[src/rcip_pkg.sv]
/*
 * Shared constants, register map and carrier types for the reset, bus-phase
 * clock and interrupt pin block. Assumes a single 50 MHz clock (mclk), which
 * stands in for the oscillator input, and an AXI4-Lite register master.
 */
// Notes on behaviour
// - Reset pin: input, and open-drain failure output
// - Pin high within two phases: internal
// - Bus-phase clock is oscillator divided by four
// - Low half processing, high half data access
// - Stop mode halts all clocks and output
// - Clock output may be disabled, some always on
// - Maskable line: falling edge or low level
// - Reset selects level triggering for maskable line
// - Reset sets nonmaskable mask; software only clears
// - Nonmaskable line is low-level sensitive
// - Held line retriggers when mask bit clears
package rcip_pkg;

	// Register byte offsets
	localparam int            ADDR_W      = 8;
	localparam logic [7:0]    OFS_CTRL    = 8'h00;
	localparam logic [7:0]    OFS_CFLAGS  = 8'h04;
	localparam logic [7:0]    OFS_STATUS  = 8'h08;
	localparam logic [7:0]    OFS_MASK    = 8'h0C;
	localparam logic [7:0]    OFS_STATE   = 8'h10;

	// Control register fields
	localparam int            CTRL_EDGE   = 0;
	localparam int            CTRL_STOP   = 1;
	localparam int            CTRL_CLKEN  = 2;
	localparam int            CFLAG_XMASK = 0;

	// Reset values
	localparam logic          RST_EDGE    = 1'b0;
	localparam logic          RST_STOP    = 1'b0;
	localparam logic          RST_CLKEN   = 1'b1;
	localparam logic          RST_XMASK   = 1'b1;

	// Clock division, and reset timing in bus-phase cycles
	localparam logic [1:0]    PH_LAST     = 2'h3;
	localparam int            PH_HI_BIT   = 1;
	localparam logic [2:0]    DRIVE_E     = 3'h4;
	localparam logic [2:0]    INT_E_LIM   = 3'h2;

	// AXI responses
	localparam logic [1:0]    RESP_OKAY   = 2'h0;
	localparam logic [1:0]    RESP_SLVERR = 2'h2;

	// Sticky event layout, shared by status and mask
	typedef struct packed {
		logic irq_edge;
		logic rst_ext;
		logic rst_int;
		logic wdog;
		logic clkmon;
	} rcip_evt_t;

	// Synchronised pin levels
	typedef struct packed {
		logic nonmaskable_interrupt_line;
		logic irq;
		logic rst;
	} rcip_pins_t;

	typedef enum logic [1:0] {RP_IDLE, RP_DRIVE, RP_WAIT} rcip_rp_state_t;

endpackage : rcip_pkg

[src/rcip_sync3.sv]
/*
 * Three-stage pin synchroniser. A new level is accepted only once the second
 * and third stages agree. Assumes asynchronous pins, idle high.
 */
`timescale 1ns/1ps
`default_nettype none
module rcip_sync3
	import rcip_pkg::*;
(
	input  wire logic       mclk,     // System clock
	input  wire logic       reset_n,  // Async reset, active low
	input  wire rcip_pins_t pins_a,   // Raw pin levels
	output rcip_pins_t      pins_s    // Filtered levels
);
	rcip_pins_t s1_r;
	rcip_pins_t s2_r;
	rcip_pins_t s3_r;

	////////////////////////////////////////////////////////////////////////
	// Stage one feeds stage two only, to contain metastability
	always_ff @(posedge mclk or negedge reset_n)
	begin
		if (!reset_n)
		begin
			s1_r   <= '1;
			s2_r   <= '1;
			s3_r   <= '1;
			pins_s <= '1;
		end
		else
		begin
			s1_r <= pins_a;
			s2_r <= s1_r;
			s3_r <= s2_r;
			for (int i = 0; i < $bits(rcip_pins_t); i++)
				if (s2_r[i] == s3_r[i])
					pins_s[i] <= s3_r[i];
		end
	end
endmodule : rcip_sync3
`default_nettype wire

[src/rcip_top.sv]
/*
 * Reset pin, bus-phase clock and interrupt pin logic with an AXI4-Lite
 * register slave. Assumes mclk is the oscillator input, that failure
 * strobes come from same-clock monitors, and that the core supplies its
 * interrupt mask bit and acknowledge.
 */
// Design decisions made here: the register addresses and register access over AXI4-Lite.
`timescale 1ns/1ps
`default_nettype none
module rcip_top
	import rcip_pkg::*;
#(
	parameter bit ALWAYS_ON = 1'b0            // Clock output cannot be disabled
)(
	input  wire logic              mclk,          // Oscillator input clock
	input  wire logic              reset_n,       // Async reset, active low
	input  wire logic [ADDR_W-1:0] s_awaddr,      // Write address
	input  wire logic              s_awvalid,     // Write address valid
	output logic                   s_awready,     // Write address ready
	input  wire logic [31:0]       s_wdata,       // Write data
	input  wire logic [3:0]        s_wstrb,       // Byte enables
	input  wire logic              s_wvalid,      // Write data valid
	output logic                   s_wready,      // Write data ready
	output logic [1:0]             s_bresp,       // Write response
	output logic                   s_bvalid,      // Write response valid
	input  wire logic              s_bready,      // Write response ready
	input  wire logic [ADDR_W-1:0] s_araddr,      // Read address
	input  wire logic              s_arvalid,     // Read address valid
	output logic                   s_arready,     // Read address ready
	output logic [31:0]            s_rdata,       // Read data
	output logic [1:0]             s_rresp,       // Read response
	output logic                   s_rvalid,      // Read data valid
	input  wire logic              s_rready,      // Read data ready
	input  wire logic              rst_pin_i,     // Reset pin level
	output logic                   rst_pin_o,     // Reset pin drive value
	output logic                   rst_pin_oe,    // Reset pin pulled low
	input  wire logic              clkmon_fail,   // Clock monitor failure strobe
	input  wire logic              wdog_fail,     // Watchdog timeout strobe
	output logic                   sys_rst_n,     // Device reset, active low
	output logic                   bus_phase_clk, // Bus-phase clock pin
	output logic                   access_phase,  // High half: data access
	input  wire logic              irq_n,         // Maskable line, active low
	input  wire logic              nonmaskable_interrupt_line_n,        // Nonmaskable line, active low
	input  wire logic              cpu_i_mask,    // Core interrupt mask bit
	input  wire logic              irq_ack,       // Core took maskable request
	output logic                   irq_req,       // Maskable request to core
	output logic                   nmi_req,       // Nonmaskable request to core
	output logic                   intr           // Status interrupt, level
);
	rcip_pins_t     pins_s;
	logic           rst_d_r, irq_d_r;
	logic           edge_r, stop_r, clken_r, xmask_r, pend_r;
	logic [1:0]     ph_r, ph_nxt;
	logic           eout_r;
	logic [2:0]     cnt_r;
	rcip_rp_state_t rp_r;
	rcip_evt_t      status_r, mask_r, ev;

	////////////////////////////////////////////////////////////////////////
	// Pin synchronisation
	rcip_sync3 u_sync (
		.mclk    (mclk),
		.reset_n (reset_n),
		.pins_a  ({nonmaskable_interrupt_line_n, irq_n, rst_pin_i}),
		.pins_s  (pins_s)
	);

	wire soft_rst = !pins_s.rst;          // Pin low re-initialises the device
	wire rst_rise = pins_s.rst && !rst_d_r;
	wire irq_fall = !pins_s.irq && irq_d_r;
	wire e_end    = !stop_r && (ph_r == PH_LAST);
	wire fail     = clkmon_fail || wdog_fail;

	always_ff @(posedge mclk or negedge reset_n)
	begin
		if (!reset_n)
		begin
			rst_d_r <= 1'b1;
			irq_d_r <= 1'b1;
		end
		else
		begin
			rst_d_r <= pins_s.rst;
			irq_d_r <= pins_s.irq;
		end
	end

	////////////////////////////////////////////////////////////////////////
	// AXI4-Lite write path: address and data may arrive in either order
	logic              aw_v_r, w_v_r;
	logic [ADDR_W-1:0] aw_a_r;
	logic [7:0]        w_d_r;
	logic              w_s_r;

	assign s_awready = !aw_v_r && !s_bvalid;
	assign s_wready  = !w_v_r && !s_bvalid;
	wire   do_wr     = aw_v_r && w_v_r;
	wire   wr_ok     = do_wr && w_s_r;
	wire   wr_ctrl   = wr_ok && (aw_a_r == OFS_CTRL);
	wire   wr_cflag  = wr_ok && (aw_a_r == OFS_CFLAGS);
	wire   wr_mask   = wr_ok && (aw_a_r == OFS_MASK);
	wire   wr_map    = (aw_a_r == OFS_CTRL) || (aw_a_r == OFS_CFLAGS) || (aw_a_r == OFS_STATUS)
	                   || (aw_a_r == OFS_MASK) || (aw_a_r == OFS_STATE);

	always_ff @(posedge mclk or negedge reset_n)
	begin
		if (!reset_n)
		begin
			aw_v_r   <= 1'b0;
			w_v_r    <= 1'b0;
			aw_a_r   <= '0;
			w_d_r    <= 8'h00;
			w_s_r    <= 1'b0;
			s_bvalid <= 1'b0;
			s_bresp  <= RESP_OKAY;
		end
		else
		begin
			if (s_awvalid && s_awready)
			begin
				aw_v_r <= 1'b1;
				aw_a_r <= s_awaddr;
			end
			if (s_wvalid && s_wready)
			begin
				w_v_r <= 1'b1;
				w_d_r <= s_wdata[7:0];
				w_s_r <= s_wstrb[0];
			end
			if (do_wr)
			begin
				aw_v_r   <= 1'b0;
				w_v_r    <= 1'b0;
				s_bvalid <= 1'b1;
				s_bresp  <= wr_map ? RESP_OKAY : RESP_SLVERR;
			end
			else if (s_bready)
				s_bvalid <= 1'b0;
		end
	end

	////////////////////////////////////////////////////////////////////////
	// AXI4-Lite read path, one cycle to the answer
	assign s_arready = !s_rvalid;
	wire   rd_hs     = s_arvalid && s_arready;
	wire   rd_stat   = rd_hs && (s_araddr == OFS_STATUS);
	wire [31:0] rd_mux =
		(s_araddr == OFS_CTRL)   ? {29'h0, clken_r, stop_r, edge_r} :
		(s_araddr == OFS_CFLAGS) ? {31'h0, xmask_r} :
		(s_araddr == OFS_STATUS) ? {27'h0, status_r} :
		(s_araddr == OFS_MASK)   ? {27'h0, mask_r} :
		{25'h0, pend_r, rst_pin_oe, ph_r[PH_HI_BIT], pins_s.nonmaskable_interrupt_line, pins_s.irq, pins_s.rst, sys_rst_n};
	wire rd_map = (s_araddr == OFS_CTRL) || (s_araddr == OFS_CFLAGS) || (s_araddr == OFS_STATUS)
	              || (s_araddr == OFS_MASK) || (s_araddr == OFS_STATE);

	always_ff @(posedge mclk or negedge reset_n)
	begin
		if (!reset_n)
		begin
			s_rvalid <= 1'b0;
			s_rdata  <= 32'h0000_0000;
			s_rresp  <= RESP_OKAY;
		end
		else if (rd_hs)
		begin
			s_rvalid <= 1'b1;
			s_rdata  <= rd_map ? rd_mux : 32'h0000_0000;
			s_rresp  <= rd_map ? RESP_OKAY : RESP_SLVERR;
		end
		else if (s_rready)
			s_rvalid <= 1'b0;
	end

	////////////////////////////////////////////////////////////////////////
	// Control bits; a low reset pin forces their start-up values
	always_ff @(posedge mclk or negedge reset_n)
	begin
		if (!reset_n)
		begin
			edge_r  <= RST_EDGE;
			stop_r  <= RST_STOP;
			clken_r <= RST_CLKEN;
			xmask_r <= RST_XMASK;
		end
		else if (soft_rst)
		begin
			edge_r  <= RST_EDGE;
			stop_r  <= RST_STOP;
			clken_r <= RST_CLKEN;
			xmask_r <= RST_XMASK;
		end
		else
		begin
			if (wr_ctrl)
			begin
				edge_r  <= w_d_r[CTRL_EDGE];
				stop_r  <= w_d_r[CTRL_STOP];
				clken_r <= w_d_r[CTRL_CLKEN];
			end
			// Software can only clear the mask, never set it again
			if (wr_cflag && !w_d_r[CFLAG_XMASK])
				xmask_r <= 1'b0;
		end
	end

	////////////////////////////////////////////////////////////////////////
	// Bus-phase clock: divide by four, frozen in stop mode
	assign ph_nxt       = stop_r ? ph_r : ph_r + 2'h1;
	assign access_phase = ph_r[PH_HI_BIT];

	always_ff @(posedge mclk or negedge reset_n)
	begin
		if (!reset_n)
		begin
			ph_r   <= 2'h0;
			eout_r <= 1'b0;
		end
		else
		begin
			ph_r   <= ph_nxt;
			eout_r <= !stop_r && (ALWAYS_ON || clken_r) && ph_nxt[PH_HI_BIT];
		end
	end
	assign bus_phase_clk = eout_r;

	////////////////////////////////////////////////////////////////////////
	// Reset pin: drive low on failure, then time the release
	assign rst_pin_o  = 1'b0;
	assign rst_pin_oe = (rp_r == RP_DRIVE);
	assign sys_rst_n  = pins_s.rst;
	wire   cause_int  = (rp_r == RP_WAIT) && (cnt_r < INT_E_LIM);

	always_ff @(posedge mclk or negedge reset_n)
	begin
		if (!reset_n)
		begin
			rp_r  <= RP_IDLE;
			cnt_r <= 3'h0;
		end
		else
		begin
			case (rp_r)
				RP_IDLE:
				begin
					cnt_r <= 3'h0;
					if (fail)
						rp_r <= RP_DRIVE;
				end
				RP_DRIVE:
				begin
					if (e_end)
						cnt_r <= cnt_r + 3'h1;
					if (e_end && (cnt_r == DRIVE_E - 3'h1))
					begin
						rp_r  <= RP_WAIT;
						cnt_r <= 3'h0;
					end
				end
				RP_WAIT:
				begin
					// Counter saturates: only below-limit matters
					if (e_end && (cnt_r < INT_E_LIM))
						cnt_r <= cnt_r + 3'h1;
					if (rst_rise)
						rp_r <= RP_IDLE;
				end
				default:
					rp_r <= RP_IDLE;
			endcase
		end
	end

	////////////////////////////////////////////////////////////////////////
	// Interrupt lines; a held level line re-requests once unmasked
	always_ff @(posedge mclk or negedge reset_n)
	begin
		if (!reset_n)
			pend_r <= 1'b0;
		else if (!edge_r)
			pend_r <= 1'b0;
		else if (irq_fall)
			pend_r <= 1'b1;
		else if (irq_ack)
			pend_r <= 1'b0;
	end
	assign irq_req = !cpu_i_mask && (edge_r ? pend_r : !pins_s.irq);
	assign nmi_req = !xmask_r && !pins_s.nonmaskable_interrupt_line;

	////////////////////////////////////////////////////////////////////////
	// Sticky events; a new event wins over the read that clears
	assign ev.clkmon   = clkmon_fail;
	assign ev.wdog     = wdog_fail;
	assign ev.rst_int  = rst_rise && cause_int;
	assign ev.rst_ext  = rst_rise && !cause_int;
	assign ev.irq_edge = edge_r && irq_fall;

	always_ff @(posedge mclk or negedge reset_n)
	begin
		if (!reset_n)
		begin
			status_r <= '0;
			mask_r   <= '0;
		end
		else
		begin
			status_r <= ev | (rd_stat ? '0 : status_r);
			if (wr_mask)
				mask_r <= w_d_r[$bits(rcip_evt_t)-1:0];
		end
	end
	assign intr = |(status_r & mask_r);
endmodule : rcip_top
`default_nettype wire

[config.mk]
export PLATFORM = sky130hd
export DESIGN_NAME = rcip_top
export DESIGN_NICKNAME = d
export VERILOG_FILES = /design/src/rcip_pkg.sv /design/src/rcip_sync3.sv /design/src/rcip_top.sv
export SDC_FILE = /design/constraint.sdc
export NUM_CORES = 1
export LEC_CHECK = 0
export BUFFER_PORTS_ARGS = -buffer_cell sky130_fd_sc_hd__buf_2
export CAP_MARGIN = 25
export CORE_ASPECT_RATIO = 1.25
export CORE_UTILIZATION = 35
export CTS_CLUSTER_DIAMETER = 120
export DETAILED_ROUTE_END_ITERATION = 10
export GPL_TIMING_DRIVEN = 0
export PLACE_DENSITY = 0.63
export SYNTH_ARGS = -nofsm -noshare
export SYNTH_HDL_FRONTEND = slang
export SYNTH_SLANG_ARGS = --single-unit
[constraint.sdc]
create_clock -name mclk -period 2.65 [get_ports mclk]
set_clock_uncertainty 0.15 [all_clocks]
set_input_delay 0.3975 -clock mclk [delete_from_list [all_inputs] [get_ports mclk]]
set_output_delay 0.3975 -clock mclk [all_outputs]
set_load 0.01 [all_outputs]
Word level (Yosys, flattened, before mapping):

Index checks and enable logic that the tools add are counted.

* bits in registers: 91
* bits of input ports: 66
* output and inout port bits: 49
* word-level logic and storage cells: 166

* add/sub/neg operators: 2
* magnitude comparators: 1
* eq/ne operators: 23
* multiplexer cells: 37
* bitwise operators: 2
* reduce and logical (&&, ||, !) cells: 57

Operator list (count)
* $mux W7: 5
* $eq A8 B4 Y1 const B: 4
* $logic_and A1 B1 Y1: 25
* $mux W1: 20
* $eq A8 B3 Y1 const B: 2
* $eq A8 B5 Y1 const B: 2
* $logic_not A8 Y1: 2
* $logic_not A1 Y1: 12
* $mux W2: 6
* $logic_or A1 B1 Y1: 9
* $mux W3: 3
* $pmux W3 S3: 1
* $ne A2 B2 Y1 const B: 4
* $reduce_bool A2 Y1: 4
* $pmux W2 S3: 1
* $reduce_and A3 Y1: 2
* $and A5 B5 Y5: 1
* $mux W5: 1
* $or A5 B5 Y5: 1
* $reduce_or A5 Y1: 1
* $eq A2 B2 Y1 const B: 2
* $ne A2 B1 Y1 const B: 2
* $add A3 B1 Y3 const B: 1
* $eq A1 B1 Y1: 3
* other kinds (8): 8

Depth between registers and ports, before layout:

* depth after elaboration: 6
* mapped depth: 6
* depth with buffers taken out: 6

Modules after synthesis:

A second synthesis with hierarchy kept.

* cells, all modules: 253
* area total of the unflattened synthesis: 3042.9 µm²

By module, submodules not included
* rcip_top: instances 1, cells an instance 238, area each 2693.8 µm², seq. area each 1306.3 µm²
* rcip_sync3: instances 1, cells an instance 15, area each 349.1 µm², seq. area each 315.3 µm²

Least setup slack after synthesis:

No wires, ideal clock.

* path kind: flip-flop to flip-flop
* from: register aw_a_r[0]
* to: register mask_r[0] (netlist bit)
* setup time: 125 ps
* arrival time: 1605 ps
* required time: 2375 ps
* setup slack: 770 ps
* cell stages (with the launch flop): 5
* buffers on the path: 0
* clock period less this slack: 1880 ps
* cell sequence: dfrtp_1 -> or4_4 -> nor4_4 -> nand3_2 -> mux2_2

* word-level cells in the longest chain between the ends: 2

Ends and longest elaborated chain
* start, declared: line rcip_top.sv:91 `logic [ADDR_W-1:0] aw_a_r;`
* start signal, assigned: line rcip_top.sv:122 `aw_a_r <= s_awaddr;`
* $eq A8 B4 Y1: line rcip_top.sv:101 `wire wr_mask = wr_ok && (aw_a_r == OFS_MASK);`
* $logic_and A1 B1 Y1: line rcip_top.sv:101
* end signal, assigned: line rcip_top.sv:308 `mask_r <= w_d_r[$bits(rcip_evt_t)-1:0];`
* end, declared: line rcip_top.sv:57 `rcip_evt_t status_r, mask_r, ev;`

No other way between the ends.
A chain may end at the register's enable or synchronous reset.

Final worst setup path:

* from: register aw_a_r[0]
* to: register mask_r[2] (netlist bit)

Same word-level chain as after synthesis.

==> tab_implementation.tex <==
\begin{tabular}{lr}
\hline
Metric & Value \\
\hline
\multicolumn{2}{l}{\textbf{Outcome}} \\
\quad Result of the run & complete, but fails checks \\
\quad Violated checks & DRC, hold timing \\
\multicolumn{2}{l}{\textbf{Layout}} \\
\quad Multi-input gate area & 1230 um\^{}2 \\
\quad Final Cell Area & 3740 um\^{}2 \\
\quad Number of nets in the final layout & approximately 420 \\
\quad Area growth from synthesis to final layout & 24.4\% \\
\quad Total of fill cells in the finished design & $\sim$800 \\
\quad Sequential cell area & 1620 um\^{}2 \\
\quad Post-layout utilization of the core & 0.451 \\
\quad Share of final-layout standard cells stronger than drive strength 1 & 0.408 \\
\quad Antenna diode count & 0 \\
\multicolumn{2}{l}{\textbf{Synth}} \\
\quad Adder-Cell Fraction of Synth Area & 0.0433 \\
\quad Fraction of synthesized cell area taken by the top area cell type & 0.400 \\
\quad Yosys cell types & 42 \\
\quad Gate Count Post-Synth & 253 \\
\quad Fraction of registers with async set or reset after synthesis & 1.00 \\
\quad Number of warnings printed during yosys synthesis & 0 \\
\quad Post-synthesis instance area & 3010 um\^{}2 \\
\quad Primary FF master, synth & sky130\_fd\_sc\_hd\_\_dfrtp\_1 \\
\quad XOR/XNOR Fraction of Synth Area & 0.00291 \\
\quad Dominant combinational cell family by area after synthesis & multiplexers \\
\quad Simple-gate portion of the synthesized area & 0.119 \\
\quad Cell taking the most area after synthesis & sky130\_fd\_sc\_hd\_\_dfrtp\_1 \\
\quad Total of flip-flops plus latches after synthesis & 64 \\
\quad Multiplexer area fraction after synthesis & 0.124 \\
\quad Mean Syn Cell Area & roughly 12 um\^{}2 \\
\quad Largest cells by area after synthesis & sky130\_fd\_sc\_hd\_\_dfrtp\_1 (40\%), sky130\_fd\_sc\_hd\_\_dfstp\_2 (14\%), sky130\_fd\_sc\_hd\_\_mux2\_2 (9.4\%) \\
\quad Most repeated cell in the gate-level netlist after synthesis & sky130\_fd\_sc\_hd\_\_dfrtp\_1 \\
\quad Area fraction in compound gates after synthesis & 0.0857 \\
\quad Fraction of the yosys area taken by sequential cells & 0.539 \\
\quad Most common library cells after synthesis & sky130\_fd\_sc\_hd\_\_dfrtp\_1 (48), sky130\_fd\_sc\_hd\_\_buf\_4 (28), sky130\_fd\_sc\_hd\_\_mux2\_2 (25) \\
\quad Post-synth EDFFs & 0 \\
\multicolumn{2}{l}{\textbf{STA}} \\
\quad Final worst slack & between 0.6 and 0.7 ns \\
\quad Fin crit share & 0.753 \\
\quad Hold violation total from the final report & 8 \\
\quad Sum of negative setup slack & 0 ns \\
\quad Final hold slack & -0.00991 ns \\
\quad Worst-Margin Slew & 0.787 ns \\
\quad Maximum clock frequency & 501 MHz \\
\quad Minimum clock period & 2.00 ns \\
\quad Pins Over Slew Limit & 0 \\
\quad Number of setup violations in the final report & 0 \\
\quad Unrepaired setup endpoints after global routing & no \\
\quad Relative slew slack & 0.476 \\
\multicolumn{2}{l}{\textbf{Floorplan}} \\
\quad Starting Density & 0.363 \\
\quad Core region area & 8290 um\^{}2 \\
\quad Vertical die dimension & 106 um \\
\quad Width of the chip & 84.9 um \\
\quad Cell row count & 37 \\
\quad Die footprint & 8970 um\^{}2 \\
\quad Number of top-level pins & 115 \\
\multicolumn{2}{l}{\textbf{Placed design}} \\
\quad Routability-driven placement congestion ratio & 0.758 \\
\quad Area after detailed placement & 3500 um\^{}2 \\
\quad Pre-CTS setup slack & about 0.6 ns \\
\quad DP Wirelength & between 4 and 5 mm \\
\quad Number of buffer cells added on primary ports & 54 \\
\multicolumn{2}{l}{\textbf{Clock network}} \\
\quad \# Post-CTS Setup Buffers & 0 \\
\quad TritonCTS clock tree & done \\
\quad Root cell of the clock tree & sky130\_fd\_sc\_hd\_\_clkbuf\_8 \\
\quad Clock transition at path regs & 0.07 ns \\
\quad Latest clock arrival within the worst-skew pair & 0.33 ns \\
\quad Num CTS Buffers & 9 \\
\quad \# H-tree levels & 3 \\
\quad Post\_cts resized & 0 \\
\quad Hold-fix buffers at CTS & 3 \\
\quad Sink Count & 64 \\
\quad CTS Buffer Depth & 2 \\
\multicolumn{2}{l}{\textbf{Drt}} \\
\quad Drt first pass iters & 9 \\
\quad DRC & 8 \\
\quad Via count & about 2k \\
\quad Count of nets left with antenna violations after detail routing & 0 \\
\quad Detailed router's first-iteration violation count & 114 \\
\quad Post-detailed-routing wire length & 5.76 mm \\
\quad Wire length per cell after detailed routing & 12.8 um \\
\quad Average vias per placed instance & 4.58 \\
\multicolumn{2}{l}{\textbf{Setup path}} \\
\quad Number of buffers and inverters on the critical path & 0 \\
\quad RR Endpoint & mask\_r[2] \\
\quad Category of the critical setup timing path & reg -> reg \\
\quad Critical path startpoint category & flip-flop \\
\quad Required @ worst endpoint & about 2.7 ns \\
\quad Crit-path cells & or4\_4 > nor4\_4 > nand3\_2 > mux2\_2 \\
\quad Number of cells on the critical path & 4 \\
\quad Worst EP arrival & 2.07 ns \\
\quad CP Capture Point & mask\_r[2] \\
\quad Critical path capture point type & flip-flop \\
\quad Biggest cell delay along the critical path & 0.58 ns \\
\quad Timing startpoint of the critical path & aw\_a\_r[0] \\
\quad Maximum fanout along the worst path & 5 \\
\quad Family of cells with the greatest summed delay on the critical path & simple AND/OR/NAND/NOR gates \\
\quad Reg-to-reg startpoint & aw\_a\_r[0] \\
\quad Register-to-register setup slack & 0.65 ns \\
\quad Slowest stage cell, crit path & sky130\_fd\_sc\_hd\_\_or4\_4 \\
\quad R2R cell count & 4 \\
\multicolumn{2}{l}{\textbf{Flow run}} \\
\quad Maxcap violations & 0 \\
\multicolumn{2}{l}{\textbf{Power and ir drop}} \\
\quad Leakage power & about 1.8 nW \\
\quad Worst vdd ir & 0.476 mV \\
\quad Power density of the placed cells & roughly 800 nW/um\^{}2 \\
\multicolumn{2}{l}{\textbf{Global route}} \\
\quad Number of global-route vias before repair & roughly 2k \\
\quad Global-route wire length before repair & between 9 and 10 mm \\
\quad Sum of overflow across all layers after global routing & 0 \\
\quad Maximum number of pins on one net before global-route repair & 65 \\
\quad Initial antenna violation count & 0 \\
\quad Tot GR Track Use & 0.142 \\
\multicolumn{2}{l}{\textbf{Min path}} \\
\quad Type of the worst min-delay path & in -> async \\
\hline
\end{tabular}
==> flip-flops by register name, summed over array words and instances (netlist names), 2 cells and up <==
| register | flops |
|---|---|
| ph_r | 2 |
| s_rdata | 7 |
| u_sync.s2_r | 3 |
| rp_r | 2 |
| status_r | 5 |
| u_sync.s3_r | 3 |
| u_sync.s1_r | 3 |
| aw_a_r | 8 |
| w_d_r | 5 |
| u_sync.pins_s | 3 |
| mask_r | 5 |
| cnt_r | 3 |
==> power breakdown <==
group,internal (mW),switching (mW)
sequential,1.19,0.171
clock,0.508,0.359
combinational,0.390,0.379
==> per-layer routing <==
layer	GRT usage	up-vias	routed length, um
met5	0	-	0
met4	0.0726	0	87
met3	0.0415	7	348
met2	0.231	66	2850
met1	0.172	973	2480
li1	-	1013	-
==> how the worst min path moves through the flow <==
stage               depth (start not counted)  slack, ns            from              to
CTS                                         1       0.03         reset_n         ph_r[1]
global placement                            0       0.20  u_sync.s1_r[0]  u_sync.s2_r[0]
finish                                      1      -0.01         reset_n          aw_v_r
global route                                1       0.07         reset_n          stop_r
floorplan                                   0      -0.05         reset_n       aw_a_r[0]
detailed placement                          0       0.20  u_sync.s1_r[2]  u_sync.s2_r[2]
==> cells in the final DEF (no fill, tap or decap), drive strengths merged, types with 3 or more instances in the layout <==
cell and instances:
nor2 17, clkbuf 17, dfstp 16, nand3 5
dlygate4sd3 3, dfrtp 48, buf 82, nor4 3
mux2i 9, o31ai 3, conb 28, nor2b 3
mux2 25, maj3 3, nand2b 7, o21ai 9
ha 8, nand2 18, inv 8, a21oi 8
a21o 5
==> area by class of cell <==
| cell class | count | share of cell area |
|---|---|---|
| repair buffers | 57 | 0.0810 |
| clock inverters | 3 | 0.0104 |
| well taps | 97 | 0.0325 |
| inverters | 8 | 0.00803 |
| flip-flops and latches | 64 | 0.434 |
| multi-input cells | 176 | 0.329 |
| clock buffers | 13 | 0.0452 |
| plain buffers | 32 | 0.0602 |
==> stage by stage <==
| stage | power (mW) | instances | hold WS (ns) |
|---|---|---|---|
| 6_report | 3.00 | 450 | -0.00991 |
| 2_1_floorplan | 1.91 | 280 | -0.0481 |
| 5_1_grt | 3.21 | 450 | 0.0666 |
| 3_3_place_gp | 2.13 | 431 | 0.196 |
| 4_1_cts | 3.05 | 450 | 0.0265 |
| 3_5_place_dp | 2.16 | 431 | 0.197 |
==> logic make-up (layout without fill, tap and decap cells) <==
logic type	count (synthesis)	in the layout
other cells	1	28
fa+ha+maj	11	11
flops	64	64
simple gates	64	64
mux	34	34
xor+xnor	1	1
compound gates	38	38
buf+inv	40	113
Note: power is estimated with default switching activity, not from simulation.
